===== src/shared/asramc_defs.svh =====
/*
 * Timing and width constants for the asynchronous SRAM host controller.
 * Assumes a 100 MHz controller clock (10 ns period).
 */
`ifndef ASRAMC_DEFS_SVH
`define ASRAMC_DEFS_SVH

`define ASRAMC_CLK_PERIOD_NS   10
`define ASRAMC_ADDR_WIDTH      18
`define ASRAMC_DATA_WIDTH      16
`define ASRAMC_LANES           2
`define ASRAMC_LANE_WIDTH      8

// least times, in ns as printed
`define ASRAMC_T_SETUP_DATA_NS  5
`define ASRAMC_T_SETUP_ADDR_NS  7
`define ASRAMC_T_BYTE_EN_NS     7
`define ASRAMC_T_PULSE_WE_NS    7
`define ASRAMC_T_OFF_WE_NS      5
`define ASRAMC_T_CYCLE_NS       10
`define ASRAMC_T_DATA_BE_NS     4.5
`define ASRAMC_T_READ_ADDR_NS   10
`define ASRAMC_T_BYTE_OFF_NS    6

// least times round up to whole cycles, never below one
`define ASRAMC_CEIL_CYC(t) \
    ((((t) + `ASRAMC_CLK_PERIOD_NS - 1) / `ASRAMC_CLK_PERIOD_NS) < 1 ? 1 : \
     (((t) + `ASRAMC_CLK_PERIOD_NS - 1) / `ASRAMC_CLK_PERIOD_NS))

// write strobe overlap covers address setup, byte setup and setup+turn-off
`define ASRAMC_WRITE_CYC \
    `ASRAMC_CEIL_CYC(`ASRAMC_T_SETUP_DATA_NS + `ASRAMC_T_OFF_WE_NS)
// read waits for the slower of address access and byte-lane access
`define ASRAMC_READ_CYC   `ASRAMC_CEIL_CYC(`ASRAMC_T_READ_ADDR_NS)
// bus turnaround after a read, covering byte disable to high impedance
`define ASRAMC_TURN_CYC   `ASRAMC_CEIL_CYC(`ASRAMC_T_BYTE_OFF_NS)
`define ASRAMC_COUNT_WIDTH 3

`endif


===== src/shared/asramc_pkg.sv =====
/*
 * Types for the asynchronous SRAM host controller.
 * Assumes asramc_defs.svh is compiled alongside.
 */
package asramc_pkg;

    // gray codes along idle -> setup -> strobe -> hold
    typedef enum logic [2:0] {
        ASRAMC_IDLE   = 3'h0,
        ASRAMC_SETUP  = 3'h1,
        ASRAMC_STROBE = 3'h3,
        ASRAMC_HOLD   = 3'h2,
        ASRAMC_READ   = 3'h6,
        ASRAMC_TURN   = 3'h7
    } asramc_state_type;

endpackage


===== src/design/asramc_ctrl.sv =====
/*
 * Host controller for an asynchronous 256K x 16 SRAM with byte lanes.
 * Assumes the memory pins are wired directly; the bidirectional data bus
 * is resolved outside from dataOut, dataOutEnable_n and dataIn.
 */
`timescale 1ns/1ns
`include "asramc_defs.svh"

// Summary of operation
// - write happens only while strobe, select and a lane enable are low.
// - data timing is referenced to whichever strobe ends the write.
// - write data is valid at least 5 ns before write end.
// - write data holds at least 0 ns past write end.
// - address is stable at least 7 ns before write end.
// - address holds unchanged at least 0 ns past write end.
// - address is valid at least 0 ns before strobes overlap.
// - for select-ended writes, address is valid by select falling.
// - the chosen lane enable is low at least 7 ns before write end.
// - with output enable low, strobe lasts data setup plus turn-off.
// - the write strobe stays high throughout every read.
// - host never drives data while the memory drives it.
// - read needs select, output enable low, strobe high; lanes independent.
module asramc_ctrl (
    input  wire logic                          clk,
    input  wire logic                          reset_n,
    input  wire logic                          reqValid,
    input  wire logic                          reqWrite,
    input  wire logic [`ASRAMC_ADDR_WIDTH-1:0] reqAddr,
    input  wire logic [`ASRAMC_DATA_WIDTH-1:0] reqWriteData,
    input  wire logic [`ASRAMC_LANES-1:0]      reqLaneEnable,
    output logic                               reqReady,
    output logic                               readValid,
    output logic [`ASRAMC_DATA_WIDTH-1:0]      readData,
    output logic [`ASRAMC_ADDR_WIDTH-1:0]      memAddr,
    output logic                               chipSelect_n,
    output logic                               outputEnable_n,
    output logic                               writeStrobe_n,
    output logic                               lower_byte_enable_n,
    output logic                               upper_byte_enable_n,
    output logic [`ASRAMC_DATA_WIDTH-1:0]      dataOut,
    output logic [`ASRAMC_DATA_WIDTH-1:0]      dataOutEnable_n,
    input  wire logic [`ASRAMC_DATA_WIDTH-1:0] dataIn
);

    localparam logic [`ASRAMC_COUNT_WIDTH-1:0] WRITE_CYC =
        `ASRAMC_COUNT_WIDTH'(`ASRAMC_WRITE_CYC);
    localparam logic [`ASRAMC_COUNT_WIDTH-1:0] READ_CYC =
        `ASRAMC_COUNT_WIDTH'(`ASRAMC_READ_CYC);
    localparam logic [`ASRAMC_COUNT_WIDTH-1:0] TURN_CYC =
        `ASRAMC_COUNT_WIDTH'(`ASRAMC_TURN_CYC);

    asramc_pkg::asramc_state_type state;
    asramc_pkg::asramc_state_type next_state;
    logic [`ASRAMC_COUNT_WIDTH-1:0] count;
    logic [`ASRAMC_COUNT_WIDTH-1:0] next_count;
    logic                           isWrite;
    logic [`ASRAMC_LANES-1:0]       laneEnable;
    logic                           readPend;
    wire  [`ASRAMC_DATA_WIDTH-1:0]  next_dataOutEnable_n;

    // dataIn is a pin; two flops before anything reads it
    logic [`ASRAMC_DATA_WIDTH-1:0]  dataSync1;
    logic [`ASRAMC_DATA_WIDTH-1:0]  dataSync2;

    wire countDone = (count == '0);
    // a request with no lane enabled would never write; it is refused;
    // reqReady gates the take so nothing lands while an answer is due
    wire reqTake   = (state == asramc_pkg::ASRAMC_IDLE) && reqReady &&
                     reqValid && (reqLaneEnable != '0);
    // the taken request reaches isWrite and laneEnable one edge late,
    // so the bus drive decision looks through to the request itself
    wire curWrite  = reqTake ? reqWrite : isWrite;
    wire [`ASRAMC_LANES-1:0] curLanes =
                     reqTake ? reqLaneEnable : laneEnable;
    wire readEnd   = (state == asramc_pkg::ASRAMC_TURN) && countDone;
    wire inStrobe  = (next_state == asramc_pkg::ASRAMC_STROBE);
    wire inRead    = (next_state == asramc_pkg::ASRAMC_READ);
    wire writeBus  = curWrite && (next_state == asramc_pkg::ASRAMC_SETUP ||
                     next_state == asramc_pkg::ASRAMC_STROBE ||
                     next_state == asramc_pkg::ASRAMC_HOLD);
    wire readLast  = (state == asramc_pkg::ASRAMC_READ) && countDone;
    wire selected  = (next_state != asramc_pkg::ASRAMC_IDLE) &&
                     (next_state != asramc_pkg::ASRAMC_TURN);

    always_comb begin
        next_state = state;
        next_count = countDone ? '0 : count - 1'b1;
        case (state)
            asramc_pkg::ASRAMC_IDLE: begin
                if (reqTake) begin
                    // address settles a full cycle before any strobe
                    next_state = asramc_pkg::ASRAMC_SETUP;
                end
            end
            asramc_pkg::ASRAMC_SETUP: begin
                if (isWrite) begin
                    next_state = asramc_pkg::ASRAMC_STROBE;
                    next_count = WRITE_CYC - 1'b1;
                end else begin
                    next_state = asramc_pkg::ASRAMC_READ;
                    next_count = READ_CYC - 1'b1;
                end
            end
            asramc_pkg::ASRAMC_STROBE: begin
                if (countDone) begin
                    next_state = asramc_pkg::ASRAMC_HOLD;
                end
            end
            asramc_pkg::ASRAMC_HOLD: begin
                next_state = asramc_pkg::ASRAMC_IDLE;
            end
            asramc_pkg::ASRAMC_READ: begin
                if (countDone) begin
                    next_state = asramc_pkg::ASRAMC_TURN;
                    next_count = TURN_CYC - 1'b1;
                end
            end
            asramc_pkg::ASRAMC_TURN: begin
                if (countDone) begin
                    next_state = asramc_pkg::ASRAMC_IDLE;
                end
            end
            default: begin
                next_state = asramc_pkg::ASRAMC_IDLE;
            end
        endcase
    end

    always_ff @(posedge clk) begin
        if (!reset_n) begin
            state      <= asramc_pkg::ASRAMC_IDLE;
            count      <= '0;
            isWrite    <= 1'b0;
            laneEnable <= '0;
        end else begin
            state <= next_state;
            count <= next_count;
            if (reqTake) begin
                isWrite    <= reqWrite;
                laneEnable <= reqLaneEnable;
            end
        end
    end

    // address and data change only in idle, so hold after write end is kept
    always_ff @(posedge clk) begin
        if (!reset_n) begin
            memAddr <= '0;
            dataOut <= '0;
        end else if (reqTake) begin
            memAddr <= reqAddr;
            dataOut <= reqWriteData;
        end
    end

    // lane enables fall with the strobe and rise with it; select stays low from setup through hold,
    // so the strobe edge alone ends every write
    always_ff @(posedge clk) begin
        if (!reset_n) begin
            chipSelect_n        <= 1'b1;
            writeStrobe_n       <= 1'b1;
            outputEnable_n      <= 1'b1;
            lower_byte_enable_n <= 1'b1;
            upper_byte_enable_n <= 1'b1;
        end else begin
            chipSelect_n   <= !selected;
            writeStrobe_n  <= !inStrobe;
            outputEnable_n <= !inRead;
            lower_byte_enable_n <= !((inStrobe || inRead) &&
                                     laneEnable[0]);
            upper_byte_enable_n <= !((inStrobe || inRead) &&
                                     laneEnable[1]);
        end
    end

    genvar lane;
    generate
        for (lane = 0; lane < `ASRAMC_LANES; lane++) begin : g_lane
            // drive a lane only in a write, and only if it is enabled
            assign next_dataOutEnable_n[lane*`ASRAMC_LANE_WIDTH +:
                                        `ASRAMC_LANE_WIDTH] =
                {`ASRAMC_LANE_WIDTH{!(writeBus &&
                                      curLanes[lane])}};
        end
    endgenerate

    always_ff @(posedge clk) begin
        if (!reset_n) begin
            dataOutEnable_n <= '1;
        end else begin
            dataOutEnable_n <= next_dataOutEnable_n;
        end
    end

    always_ff @(posedge clk) begin
        if (!reset_n) begin
            dataSync1 <= '0;
            dataSync2 <= '0;
            readData  <= '0;
            readValid <= 1'b0;
            readPend  <= 1'b0;
            reqReady  <= 1'b0;
        end else begin
            dataSync1 <= dataIn;
            dataSync2 <= dataSync1;
            // the last sample inside the read window reaches dataSync2
            // one edge after the window closes; capture it on the edge after that
            readPend  <= readEnd;
            readValid <= readPend;
            if (readPend) begin
                readData <= dataSync2;
            end
            // ready waits for the read answer so the next take follows it
            reqReady <= (next_state == asramc_pkg::ASRAMC_IDLE) &&
                        !readLast && !readEnd;
        end
    end

endmodule


===== config.mk =====
export PLATFORM = sky130hd
export DESIGN_NAME = asramc_ctrl
export DESIGN_NICKNAME = d
export VERILOG_FILES = /design/src/shared/asramc_pkg.sv /design/src/design/asramc_ctrl.sv
export VERILOG_INCLUDE_DIRS = /design/src /design/src/shared
export SDC_FILE = /design/constraint.sdc
export NUM_CORES = 1
export LEC_CHECK = 0
export CORE_MARGIN = 1
export CORE_UTILIZATION = 57
export DETAILED_ROUTE_END_ITERATION = 8
export DONT_BUFFER_PORTS = 1
export GPL_ROUTABILITY_DRIVEN = 0
export GPL_TIMING_DRIVEN = 0
export PLACE_DENSITY_LB_ADDON = 0.3
export SYNTH_ARGS = -nofsm -noshare
export SYNTH_HDL_FRONTEND = slang
export SYNTH_SLANG_ARGS = --single-unit

===== constraint.sdc =====
create_clock -name clk -period 2.5 [get_ports clk]
set_input_delay 0.5 -clock clk [delete_from_list [all_inputs] [get_ports clk]]
set_output_delay 0.5 -clock clk [all_outputs]
set_load 0.05 [all_outputs]

==> flow_summary.yaml <==
logic_synthesis:
  synth_top_area_cell: "dfxtp_1"
  synth-seq-area-share_pct: 59.5
  synth.avg_cell_area_um2: 9.60
  synthCells: 354
  ys_types: 33
  yosys-top-cells-area: "dfxtp_1 59%, nand2_1 8.0%, and2_1 6.3%, a21oi_1 5.4%, mux2i_1 5.0%"
  syn_area_um2: 3400
  netlist.area_leader.share_pct: 59.5
  synth_warnings: 0
  synthesis.nets: 410
  synth_seq_cells: 101
finish:
  final_cell_area_um2: 3680
  nNetsFinal: 421
  antenna-diode-count: 0
  layout-drive-gt1-share_pct: 10.0
  stdcell_count: 441
  areaGrowthSynthToFinish_pct: 8.25
clock_tree:
  cts_resized: 0
  path_clk_slew_ps: 90
  cts_tree: "done"
  insertion_delay_ps: 350
  cts_buffers: 9
  clockBufferDepth: 2
  cts.sinks: 101
  cts-root-buf: "clkbuf_8"
  post-cts-setup-buffers: 0
  cts_hold_buf: 0
  h-tree-depth: 3
sta:
  period_minus_slack_ps: 2290
  worstMarginPinSlew_ps: 728
  setup_viol: 0
  worst_slack_ps: 213
  fin_tns_setup_ps: 0
  fin_crit_sh_pct: 91.5
  skew_ps: 9.02
  rsz0062_at_grt: "no"
  relSlewSlack_pct: 51.4
  hold_viol: 0
  max_freq_ghz: 0.437
  drv_slew: 0
placed_design:
  dpl.hpwl_mm: 4.77
  port_buffers: 0
  pre_cts_ws_ps: 216
  dp_cells: 426
  postPlaceCellArea_um2: 3490
grt:
  grt_pass1_vias: 2247
  grt_max_degree: 16
  grt_usage_pct: 21.8
  overflow: 0
  grt_antenna_before_repair: 0
  grt_pass1_wl_mm: 10.3
setup_path:
  slowest_stage: "dfxtp_1"
  r2r_slack_ps: 210
  rr_endpoint: "memAddr[6]$_SDFFE_PN0P_"
  end_kind: "flop"
  r2r-start: "reqReady$_SDFF_PN0_"
  cp-start-kind: "flop"
  cp_max_fo: 10
  required_ps: 2710
  critPathKind: "reg -> reg"
  crit_arrival_ps: 2500
  reg2regPathDepth: 6
  slowest_delay_ps: 680
  path_cells: "or4b_4, or2_2, clkbuf_1, buf_2, nand2_1, a21oi_1"
power:
  swShare_pct: 24.8
  power_frac_comb_pct: 4.9
  ir_worst_vdd_mv: 0.424
  powerDensity_nw_per_um2: 796
  p_int_mw: 2.20
  seq_power_share_pct: 61.2
  p_switching_mw: 0.726
  leakagePower_nw: 1.34
  power.share.clock_pct: 33.9
hold_path:
  holdPathStages: 1
  hold_start: "dataIn[7]"
  hold_path.class: "in -> reg"
  holdPathEnd: "dataSync1[7]$_SDFF_PN0_"
routing:
  drt-vias-per-instance: 5.28
  ant_nets: 0
  route.vias.total: 2328
  wl_mm: 6.56
  drc: 0
  wl_per_cell_um: 14.9
  drtPass1Iterations: 6
  first_iter_violations: 93
flow_run:
  cap_viol_max_count: 0
floorplan:
  dieArea_um2: 6280
  core_um2: 5640
  die_w_um: 79.2
  die_height_um: 79.2
  io_pins: 129
  initial_core_util_pct: 60.2
  placement_rows: 27
run_status:
  status: "completed"
==> critical path, delay by kind of cell (launching register included) <==
kind                   cells  cell delay, ps
and+or+nand+nor            3             990
DFF                        1             680
buffers and inverters      2             380
AOI/OAI and AO/OA          1              90
==> state kept, by name (all words and copies together), names as in the netlist <==
signal and cells:
memAddr 18, dataOut 16, dataSync1 16, dataSync2 16
readData 16, count 3, state 3, dataOutEnable_n 2
laneEnable 2, chipSelect_n 1, isWrite 1, lower_byte_enable_n 1
outputEnable_n 1, readPend 1, readValid 1, reqReady 1
upper_byte_enable_n 1, writeStrobe_n 1
==> stage by stage <==
stage	hold slack, ps	power (mW)	util (%)
finish	272	2.93	65.2
global route	253	3.04	65.2
CTS	259	2.94	65.2
detailed placement	381	1.97	61.8
global placement	381	1.96	61.8
floorplan	364	1.93	-
==> worst max path at each step <==
| stage | to | from |
|---|---|---|
| after floorplan | dataOutEnable_n[7]$_SDFF_PN1_ | reqReady$_SDFF_PN0_ |
| after global placement | dataOutEnable_n[7]$_SDFF_PN1_ | reqReady$_SDFF_PN0_ |
| after detailed placement | memAddr[6]$_SDFFE_PN0P_ | reqReady$_SDFF_PN0_ |
| after CTS | memAddr[6]$_SDFFE_PN0P_ | reqReady$_SDFF_PN0_ |
| after global routing | memAddr[6]$_SDFFE_PN0P_ | reqReady$_SDFF_PN0_ |
| final | memAddr[6]$_SDFFE_PN0P_ | reqReady$_SDFF_PN0_ |
==> cell usage in the layout, fill, tap and decap left out, types with 2 or more instances in the layout <==
| cell | instances |
|---|---|
| clkinv_2 | 2 |
| o21ai_0 | 4 |
| inv_1 | 2 |
| buf_2 | 4 |
| a21oi_1 | 37 |
| mux2i_1 | 17 |
| and2_1 | 34 |
| nand2_1 | 72 |
| nand3_1 | 5 |
| buf_1 | 3 |
| clkbuf_1 | 14 |
| nand2b_1 | 2 |
| nor2_1 | 22 |
| or4b_1 | 2 |
| buf_4 | 14 |
| nor3_1 | 4 |
| dfxtp_1 | 101 |
| clkbuf_8 | 10 |
| nor4b_1 | 2 |
==> metal layers <==
metal	wire length (um)	GRT usage, %	part of all wire (%)	vias to the layer above
li1	-	-	-	1157
met1	2620	24.9	40	1084
met2	3360	36.6	51	78
met3	500	6.67	7.6	9
met4	80	11.1	1.2	0
met5	0	0	0	-
==> power by group through the flow <==
| stage | Sequential (mW) | Combinational, mW | Clock (mW) |
|---|---|---|---|
| 2_1_floorplan | 1.82 | 0.114 | 0 |
| 3_3_place_gp | 1.83 | 0.137 | 0 |
| 3_5_place_dp | 1.83 | 0.143 | 0 |
| 4_1_cts | 1.79 | 0.144 | 1.01 |
| 5_1_grt | 1.80 | 0.162 | 1.08 |
| 6_report | 1.79 | 0.143 | 0.993 |
==> kinds of logic (layout without fill, tap and decap cells) <==
logic type,count (synthesis),in the layout,share of synthesized area [%]
AOI/OAI and AO/OA,49,49,8.06
xor gates and xnor gates,1,1,0.258
buffers and inverters,36,51,5.67
DFF,101,101,59.5
muxes,17,17,5.01
and+or+nand+nor,150,150,21.5
==> final cells by class <==
type / instances / area [um2]
buffer: 34 / 185
clock buffer: 11 / 141
clock inverter: 4 / 48.8
fill: 481 / 1960
inverter: 2 / 7.51
multi-input combinational: 217 / 1180
sequential: 101 / 2020
tap: 72 / 90.1
==> synth_stat cells <==
cell,count
nor4b_1,2
nand2b_1,2
or4b_4,1
dfxtp_1,101
nor4bb_1,1
inv_1,2
o311ai_0,1
buf_1,3
buf_2,4
and3_1,1
a21oi_1,37
xnor2_1,1
buf_4,14
or3_1,1
nor2_8,1
a41o_1,1
or4b_1,2
o32a_1,1
and2_1,34
nand3_1,5
o21ai_0,4
o31ai_1,1
nor2_1,22
o21ai_1,1
nor3b_1,1
o32ai_1,1
o21ba_2,1
o21ai_2,1
nand2_1,72
clkbuf_1,13
or2_2,1
mux2i_1,17
nor3_1,4
Power figures use the tool's default switching activity.
